[src/jfa_pkg.sv]
// Constants and types shared by the JTAG flash access block
package jfa_pkg;

	localparam int CTRL_W = 8;
	localparam int DATA_W = 10;
	localparam int ADDR_W = 17;
	localparam int BYTE_W = 8;
	localparam int WMODE_W = 3;
	localparam int RMODE_W = 4;

	////////////////////////////////////////////////////////////////////////////////
	// Control register fields
	localparam int CTRL_SCRATCH_BIT = 7;
	localparam int CTRL_WMODE_LSB = 4;
	localparam int CTRL_RMODE_LSB = 0;
	localparam logic [CTRL_W-1:0] CTRL_RESET = 8'h00;

	localparam logic [WMODE_W-1:0] WMODE_STORE = 3'h0;
	localparam logic [WMODE_W-1:0] WMODE_PROGRAM = 3'h1;
	localparam logic [WMODE_W-1:0] WMODE_ERASE = 3'h2;

	localparam logic [RMODE_W-1:0] RMODE_PLAIN = 4'h0;
	localparam logic [RMODE_W-1:0] RMODE_BLOCK = 4'h1;
	localparam logic [RMODE_W-1:0] RMODE_SINGLE = 4'h2;

	////////////////////////////////////////////////////////////////////////////////
	// Data register fields
	localparam int DATA_BYTE_LSB = 2;
	localparam int DATA_FAIL_BIT = 1;
	localparam int DATA_BUSY_BIT = 0;
	localparam logic [BYTE_W-1:0] DATA_BYTE_RESET = 8'h00;
	localparam logic [ADDR_W-1:0] ADDR_RESET = 17'h00000;

	////////////////////////////////////////////////////////////////////////////////
	// Erase key and address map
	localparam logic [BYTE_W-1:0] ERASE_KEY = 8'ha5;
	localparam logic [ADDR_W-1:0] MASS_ERASE_ADDR_LO = 17'h1fbfe;
	localparam logic [ADDR_W-1:0] MASS_ERASE_ADDR_HI = 17'h1fbff;
	localparam logic [ADDR_W-1:0] RESERVED_BASE = 17'h1fc00;
	localparam int SCRATCH_SECTOR_BYTES = 128;

	////////////////////////////////////////////////////////////////////////////////
	// Synchronised link inputs
	localparam int SYNC_STAGES = 2;
	localparam int LINK_W = 8;
	localparam int LNK_TCK = 0;
	localparam int LNK_TDI = 1;
	localparam int LNK_SEL_CTRL = 2;
	localparam int LNK_SEL_DATA = 3;
	localparam int LNK_SEL_ADDR = 4;
	localparam int LNK_CAPTURE = 5;
	localparam int LNK_SHIFT = 6;
	localparam int LNK_UPDATE = 7;

	typedef enum logic [1:0] {
		JFA_CMD_READ,
		JFA_CMD_PROGRAM,
		JFA_CMD_PAGE_ERASE,
		JFA_CMD_MASS_ERASE
	} jfa_cmd_e;

	typedef enum logic {
		JFA_ST_IDLE,
		JFA_ST_WAIT
	} jfa_state_e;

endpackage

[src/jfa_sync.sv]
// Two-flop synchroniser bank for the link inputs
`timescale 1ns/1ns
module jfa_sync import jfa_pkg::*; #(
	parameter int WIDTH = LINK_W
) (
	input wire logic i_sys_clk,
	input wire logic i_rst_n,
	input wire logic [WIDTH-1:0] i_async,
	output logic [WIDTH-1:0] o_sync
);

	logic [WIDTH-1:0] meta_r;

	// First stage feeds only the second stage
	genvar g;
	generate
		for (g = 0; g < WIDTH; g++) begin : g_bit
			always_ff @(posedge i_sys_clk or negedge i_rst_n) begin
				if (!i_rst_n) begin
					meta_r[g] <= 1'b0;
					o_sync[g] <= 1'b0;
				end else begin
					meta_r[g] <= i_async[g];
					o_sync[g] <= meta_r[g];
				end
			end
		end
	endgenerate

endmodule

[src/jfa_flash_access.sv]
// JTAG flash access: control, address and data registers with the flash sequencer
`timescale 1ns/1ns
// Functional notes
// - Scratch select 1 sends accesses to two 128-byte scratch sectors, else main array.
// - Write mode 000: data register write only stores the byte.
// - Write mode 001: program the byte at held address, then address plus one.
// - Write mode 010: key 0xa5 erases page of held address; address unchanged.
// - Erase at 0x1fbfe or 0x1fbff erases user space, reserved area from 0x1fc00 kept.
// - Data register lets the host read and write flash bytes.
// - Data register is 10 bits, byte in bits 9 to 2.
// - Data bit 1 reports the outcome of the last flash operation.
// - Fail bit reads 0 after success, 1 after a failed operation.
// - Bit 0 reads 1 while busy; accesses then start no new operation.
module jfa_flash_access import jfa_pkg::*; (
	input wire logic i_sys_clk,
	input wire logic i_rst_n,
	input wire logic i_tck,
	input wire logic i_tdi,
	input wire logic i_sel_ctrl,
	input wire logic i_sel_data,
	input wire logic i_sel_addr,
	input wire logic i_capture_dr,
	input wire logic i_shift_dr,
	input wire logic i_update_dr,
	output logic o_tdo,
	output logic o_flash_req,
	output jfa_cmd_e o_flash_cmd,
	output logic [ADDR_W-1:0] o_flash_addr,
	output logic [BYTE_W-1:0] o_flash_wdata,
	output logic o_flash_scratch,
	input wire logic i_flash_done,
	input wire logic i_flash_fail,
	input wire logic [BYTE_W-1:0] i_flash_rdata
);

	logic [LINK_W-1:0] link_raw;
	logic [LINK_W-1:0] link_s;
	logic tck_d_r;
	logic tck_rise;
	logic cap_ev;
	logic shift_ev;
	logic upd_ev;
	logic [ADDR_W-1:0] sr_r;
	logic [CTRL_W-1:0] ctrl_r;
	logic [ADDR_W-1:0] addr_r;
	logic [BYTE_W-1:0] byte_r;
	logic fail_r;
	logic unread_r;
	logic op_prog_r;
	logic op_read_r;
	jfa_state_e state_r;
	logic idle;
	logic [WMODE_W-1:0] wmode;
	logic [RMODE_W-1:0] rmode;
	logic [BYTE_W-1:0] wbyte;
	logic data_wr;
	logic start_read;
	logic start_prog;
	logic start_erase;
	logic mass_erase;
	logic start_any;
	logic data_sel;
	logic addr_sel;

	////////////////////////////////////////////////////////////////////////////////
	// Link sampling; the 80 ns link clock is oversampled, so edges are never missed
	assign link_raw = {i_update_dr, i_shift_dr, i_capture_dr, i_sel_addr,
		i_sel_data, i_sel_ctrl, i_tdi, i_tck};

	jfa_sync #(.WIDTH(LINK_W)) u_sync (
		.i_sys_clk(i_sys_clk),
		.i_rst_n(i_rst_n),
		.i_async(link_raw),
		.o_sync(link_s)
	);

	always_ff @(posedge i_sys_clk or negedge i_rst_n) begin
		if (!i_rst_n) begin
			tck_d_r <= 1'b0;
		end else begin
			tck_d_r <= link_s[LNK_TCK];
		end
	end

	assign tck_rise = link_s[LNK_TCK] & ~tck_d_r;
	assign cap_ev = tck_rise & link_s[LNK_CAPTURE];
	assign shift_ev = tck_rise & link_s[LNK_SHIFT];
	assign upd_ev = tck_rise & link_s[LNK_UPDATE];

	////////////////////////////////////////////////////////////////////////////////
	// Decode
	assign idle = (state_r == JFA_ST_IDLE);
	// Control select outranks data, data outranks address, as for the shift register
	assign data_sel = link_s[LNK_SEL_DATA] & ~link_s[LNK_SEL_CTRL];
	assign addr_sel = link_s[LNK_SEL_ADDR] & ~link_s[LNK_SEL_DATA] & ~link_s[LNK_SEL_CTRL];
	assign wmode = ctrl_r[CTRL_WMODE_LSB +: WMODE_W];
	assign rmode = ctrl_r[CTRL_RMODE_LSB +: RMODE_W];
	assign wbyte = sr_r[DATA_BYTE_LSB +: BYTE_W];
	// Writes while busy are dropped whole, stored byte included
	assign data_wr = upd_ev & data_sel & idle;
	assign start_read = cap_ev & data_sel & idle
		& ((rmode == RMODE_BLOCK) | ((rmode == RMODE_SINGLE) & ~unread_r));
	assign start_prog = data_wr & (wmode == WMODE_PROGRAM);
	// Undefined write modes only store the byte, like mode 000
	assign start_erase = data_wr & (wmode == WMODE_ERASE) & (wbyte == ERASE_KEY);
	assign mass_erase = (addr_r == MASS_ERASE_ADDR_LO) | (addr_r == MASS_ERASE_ADDR_HI);
	assign start_any = start_read | start_prog | start_erase;

	////////////////////////////////////////////////////////////////////////////////
	// Shift register and test data out
	always_ff @(posedge i_sys_clk or negedge i_rst_n) begin
		if (!i_rst_n) begin
			sr_r <= ADDR_RESET;
		end else if (cap_ev) begin
			if (link_s[LNK_SEL_CTRL]) begin
				sr_r <= {{(ADDR_W-CTRL_W){1'b0}}, ctrl_r};
			end else if (link_s[LNK_SEL_DATA]) begin
				sr_r <= {{(ADDR_W-DATA_W){1'b0}}, byte_r, fail_r, ~idle};
			end else begin
				sr_r <= addr_r;
			end
		end else if (shift_ev) begin
			if (link_s[LNK_SEL_CTRL]) begin
				sr_r[CTRL_W-1:0] <= {link_s[LNK_TDI], sr_r[CTRL_W-1:1]};
			end else if (link_s[LNK_SEL_DATA]) begin
				sr_r[DATA_W-1:0] <= {link_s[LNK_TDI], sr_r[DATA_W-1:1]};
			end else begin
				sr_r <= {link_s[LNK_TDI], sr_r[ADDR_W-1:1]};
			end
		end
	end

	always_ff @(posedge i_sys_clk or negedge i_rst_n) begin
		if (!i_rst_n) begin
			o_tdo <= 1'b0;
		end else begin
			o_tdo <= sr_r[0];
		end
	end

	////////////////////////////////////////////////////////////////////////////////
	// Control register; writable at any time, modes are latched per operation
	always_ff @(posedge i_sys_clk or negedge i_rst_n) begin
		if (!i_rst_n) begin
			ctrl_r <= CTRL_RESET;
		end else if (upd_ev & link_s[LNK_SEL_CTRL]) begin
			ctrl_r <= sr_r[CTRL_W-1:0];
		end
	end

	// Address register
	always_ff @(posedge i_sys_clk or negedge i_rst_n) begin
		if (!i_rst_n) begin
			addr_r <= ADDR_RESET;
		end else if (~idle & i_flash_done & op_prog_r) begin
			addr_r <= addr_r + 17'h00001;
		end else if (upd_ev & addr_sel & idle) begin
			addr_r <= sr_r;
		end
	end

	// Data byte, fail flag and unread marker
	always_ff @(posedge i_sys_clk or negedge i_rst_n) begin
		if (!i_rst_n) begin
			byte_r <= DATA_BYTE_RESET;
			fail_r <= 1'b0;
		end else if (~idle & i_flash_done) begin
			fail_r <= i_flash_fail;
			if (op_read_r) begin
				byte_r <= i_flash_rdata;
			end
		end else if (data_wr) begin
			byte_r <= wbyte;
		end
	end

	// A read landing in the same cycle as a capture stays unread
	always_ff @(posedge i_sys_clk or negedge i_rst_n) begin
		if (!i_rst_n) begin
			unread_r <= 1'b0;
		end else if (~idle & i_flash_done & op_read_r & ~i_flash_fail) begin
			unread_r <= 1'b1;
		end else if (cap_ev & data_sel) begin
			unread_r <= 1'b0;
		end
	end

	////////////////////////////////////////////////////////////////////////////////
	// Sequencer
	always_ff @(posedge i_sys_clk or negedge i_rst_n) begin
		if (!i_rst_n) begin
			state_r <= JFA_ST_IDLE;
			op_prog_r <= 1'b0;
			op_read_r <= 1'b0;
		end else begin
			unique case (state_r)
				JFA_ST_IDLE: begin
					if (start_any) begin
						state_r <= JFA_ST_WAIT;
						op_prog_r <= start_prog;
						op_read_r <= start_read;
					end
				end
				JFA_ST_WAIT: begin
					if (i_flash_done) begin
						state_r <= JFA_ST_IDLE;
					end
				end
			endcase
		end
	end

	// Flash request port, one pulse per operation
	always_ff @(posedge i_sys_clk or negedge i_rst_n) begin
		if (!i_rst_n) begin
			o_flash_req <= 1'b0;
			o_flash_cmd <= JFA_CMD_READ;
			o_flash_addr <= ADDR_RESET;
			o_flash_wdata <= DATA_BYTE_RESET;
			o_flash_scratch <= 1'b0;
		end else begin
			o_flash_req <= start_any;
			if (start_any) begin
				o_flash_scratch <= ctrl_r[CTRL_SCRATCH_BIT];
				o_flash_wdata <= wbyte;
				o_flash_addr <= addr_r;
				if (start_read) begin
					o_flash_cmd <= JFA_CMD_READ;
				end else if (start_prog) begin
					o_flash_cmd <= JFA_CMD_PROGRAM;
				end else if (mass_erase) begin
					// Address carries the exclusive top so the reserved area survives
					o_flash_cmd <= JFA_CMD_MASS_ERASE;
					o_flash_addr <= RESERVED_BASE;
				end else begin
					o_flash_cmd <= JFA_CMD_PAGE_ERASE;
				end
			end
		end
	end

endmodule

[config.mk]
export PLATFORM = sky130hd
export DESIGN_NAME = jfa_flash_access
export DESIGN_NICKNAME = d
export VERILOG_FILES = /design/src/jfa_pkg.sv /design/src/jfa_sync.sv /design/src/jfa_flash_access.sv
export SDC_FILE = /design/constraint.sdc
export NUM_CORES = 1
export LEC_CHECK = 0
export ABC_AREA = 1
export CAP_MARGIN = 20
export CORE_MARGIN = 2
export CORE_UTILIZATION = 39
export DETAILED_ROUTE_END_ITERATION = 12
export DONT_BUFFER_PORTS = 1
export PLACE_DENSITY = 0.58
export RECOVER_POWER = 50
export SYNTH_ARGS = -nofsm -noshare
export SYNTH_HDL_FRONTEND = slang
export SYNTH_HIERARCHICAL = 1
export SYNTH_SLANG_ARGS = --single-unit
[constraint.sdc]
create_clock -name i_sys_clk -period 2.75 [get_ports i_sys_clk]
set_input_delay 0.4125 -clock i_sys_clk [delete_from_list [all_inputs] [get_ports i_sys_clk]]
set_output_delay 0.4125 -clock i_sys_clk [all_outputs]
set_load 0.01 [all_outputs]
==> flow_summary.ini <==
[timing]
rsz0062_at_grt = no
hold_viol = 102
worst_hold_slack_ns = -0.2531
slew_headroom_pct = 51.11
period_needed_ns = 2.090
tns_ns = 0
worst_slew_pin_slew_ns = 0.7325
fmax_ghz = 0.4786
finClkSkew_ns = 0.008718
setup_viol = 0
drv_slew = 0
finalCritPeriodShare_pct = 75.98

[setup_path]
cp.arrival_ns = 2.32
cp_common_cell = inv_1
critical_path_class = reg2reg
cp.required_ns = 2.98
reg2reg_slack_ns = 0.66
r2r_end = sr_r[15]$_DFFE_PN0P_
critPathMaxStageDelay_ns = 0.56
end_kind = flop
worstSetupStartpointType = flop
crit_fanout = 30
crit_family = compound AO/OA/AOI/OAI gates
r2r_start = u_sync/o_sync[0]$_DFF_PN0_
crit_chain = nand3_2 > inv_1 > a21oi_1 > inv_1 > o211ai_1 > o21ai_1
cpMaxStageDelayCell = a21oi_1
r2r_cells = 6
path_buf_inv = 2

[clock_network]
clockBufferDepth = 2
clock-sinks = 102
path_clk_slew_ns = 0.07
cts_root_buf = clkbuf_16
ctsHtreeMaxLevel = 3
cts-buffers-inserted = 9
clk_latency_ns = 0.36
cts_tree = done
cts_resized = 0
postCtsSetupRepairBufs = 0

[logic_synthesis]
synthCells = 571
netlist_area_mm2 = 0.004778
ys_warn_count = 6
avgSynthCellArea_um2 = 8.368
synth_cell_types = 39
synthArstFlopShare_pct = 100.0
synth-seq-cells = 102
synth-edff-count = 0
syn_nets = 593
yosysSeqAreaShare_pct = 53.42
ys.flop_type = dfrtp_1

[global_route]
gr-usage-met3_pct = 3.759
antenna_found_initial = 0
grt_pass1_wl_um = 19690
gr-usage-met1_pct = 28.55
use_met2_pct = 29.59
overflow = 0
grt_pass1_vias = 3683
grt_usage_pct = 19.68
grt_max_degree = 103
grt.busiest_layer = met2

[final_layout]
drive_gt1_share_pct = 6.643
final_cell_area_mm2 = 0.005184
synthToLayoutAreaGrowth_pct = 8.484
finalNetCount = 589
antenna_cells = 0

[power]
power.density_mw_per_mm2 = 922.5
p_comb_share_pct = 21.9
seqPwrFrac_pct = 50.6
peakVddDrop_v = 0.0004367
p_sw_uw = 1729
clock_power_share_pct = 27.4
leakage_uw = 0.002492
swShare_pct = 36.15
p_int_uw = 3054

[floorplanning]
dieArea_mm2 = 0.01315
io_pins = 50
dieWidth_um = 114.7
fp-row-count = 40
initial_core_util_pct = 39.95
die_height_um = 114.7
core_area_mm2 = 0.01196

[route]
dr.pass1.iters = 5
antenna_left = 0
totalWireLength_um = 12220
drc_errors = 0
routed_via_density = 5.381
wl_per_cell_um = 17.00
via_count = 3869
drt_iter0_markers = 231

[place]
placed_cell_area_mm2 = 0.004881
io_buffers = 0
gp_congestion = 0.8853
dpl.hpwl_um = 8668

[flow_run]
max-cap-violations = 0

[min_path]
worstHoldPathType = in2async

[outcome]
failed_checks = hold timing
status = finished with violations
sequential cells by signal, summed over array words and instances (netlist names), 2 cells and up:
register / cells
o_flash_wdata: 8
byte_r: 8
o_flash_addr: 17
ctrl_r: 8
sr_r: 17
u_sync/o_sync: 8
addr_r: 17
u_sync/meta_r: 8
o_flash_cmd: 2
placed cells by master, fill, tap and decap left out, types with 2 or more instances in the layout:
cell and instances:
inv_1 55, clkbuf_1 2, o211ai_1 8, clkbuf_8 2, clkbuf_16 9, nand2_1 168
o21ai_0 73, nor2_1 32, buf_4 4, nor2_4 2, xor2_1 4, a22oi_1 3
inv_2 4, a31oi_1 3, dfrtp_1 102, nor3_1 8, nand2_4 2, ha_1 2
nand3_1 29, a21oi_1 13, nand3_2 2, o221ai_1 4, nor2_2 3, o21ai_1 5
nand2_2 3, nand3b_1 2, o22ai_1 7, nand4_1 7
metal layers:
metal  up-vias  share of wire (%)
li1       1871                  -
met2       102                 45
met4         0                1.6
met3        17                5.3
met5         -                  0
met1      1879                 48
power by group through the flow:
stage / sequential [uW] / clock (uW) / combinational, uW
4_1_cts: 2410 / 1340 / 1050
5_1_grt: 2480 / 1390 / 1210
3_5_place_dp: 2440 / 0 / 1040
6_report: 2420 / 1310 / 1050
3_3_place_gp: 2430 / 0 / 1020
2_1_floorplan: 2280 / 0 / 800
logic make-up (layout without fill, tap and decap cells):
logic type	count (synthesis)	after routing	synth area share [%]
AND/OR/NAND/NOR	263	263	24.04
flip-flops	102	102	53.42
buffers and inverters	78	79	6.965
XOR/XNOR	4	4	0.7331
AO/OA/AOI/OAI	122	122	14.32
adder cells (fa/ha/maj)	2	2	0.5236
final cells by class:
class	count	area (um^2)
fillers	1191	6778
flip-flops and latches	102	2552
multi-input cells	391	1893
clock buffers	13	260.3
inverters	59	221.5
well taps	147	183.9
clock inverters	3	42.54
repair buffers	4	30.03
stage by stage:
stage / utilization (%) / hold WS (ns) / setup WS, ns / cells / total power [uW]
2_1_floorplan: - / 0.1169 / 1.256 / 571 / 3083
3_3_place_gp: 40.81 / 0.1195 / 0.7536 / 703 / 3458
3_5_place_dp: 40.81 / 0.1196 / 0.6970 / 703 / 3478
4_1_cts: 43.34 / -0.2626 / 0.6800 / 719 / 4804
5_1_grt: 43.34 / -0.2615 / 0.4324 / 719 / 5081
6_report: 43.34 / -0.2531 / 0.6604 / 719 / 4782
cell usage after synthesis (4+ instances only):
master    count  share of area, %
o22ai_1       7              0.92
o211ai_1      8               1.3
inv_2         4              0.31
o21ai_1       5              0.52
xor2_1        4              0.73
o221ai_1      4              0.73
nor3_1        8              0.84
inv_1        55               4.3
a21oi_1      13               1.4
clkbuf_1      8              0.63
o21ai_0      73               7.6
nor2_1       32               2.5
buf_2         5              0.52
nand2_1     168                13
nand4_1       7              0.92
nand3_1      29               3.0
dfrtp_1     102                53
worst register-to-register path, delay by kind of cell (launching register included):
family | cells | cell delay, ns
flip-flops | 1 | 0.42
AND/OR/NAND/NOR | 1 | 0.18
buffers and inverters | 2 | 0.58
AO/OA/AOI/OAI | 3 | 0.80
worst max-delay path by stage:
| stage | startpoint | depth (start not counted) | endpoint |
|---|---|---|---|
| after global placement | u_sync/o_sync[2]$_DFF_PN0_ | 9 | o_flash_cmd[0]$_DFFE_PN0P_ |
| final | u_sync/o_sync[0]$_DFF_PN0_ | 6 | sr_r[15]$_DFFE_PN0P_ |
| after global routing | u_sync/o_sync[0]$_DFF_PN0_ | 6 | sr_r[10]$_DFFE_PN0P_ |
| after floorplan | addr_r[1]$_DFFE_PN0P_ | 8 | o_flash_addr[0]$_DFFE_PN0P_ |
| after detailed placement | u_sync/o_sync[2]$_DFF_PN0_ | 9 | o_flash_addr[8]$_DFFE_PN0P_ |
| after CTS | u_sync/o_sync[2]$_DFF_PN0_ | 9 | o_flash_addr[8]$_DFFE_PN0P_ |
No activity file was read; power rests on OpenSTA's default activity.
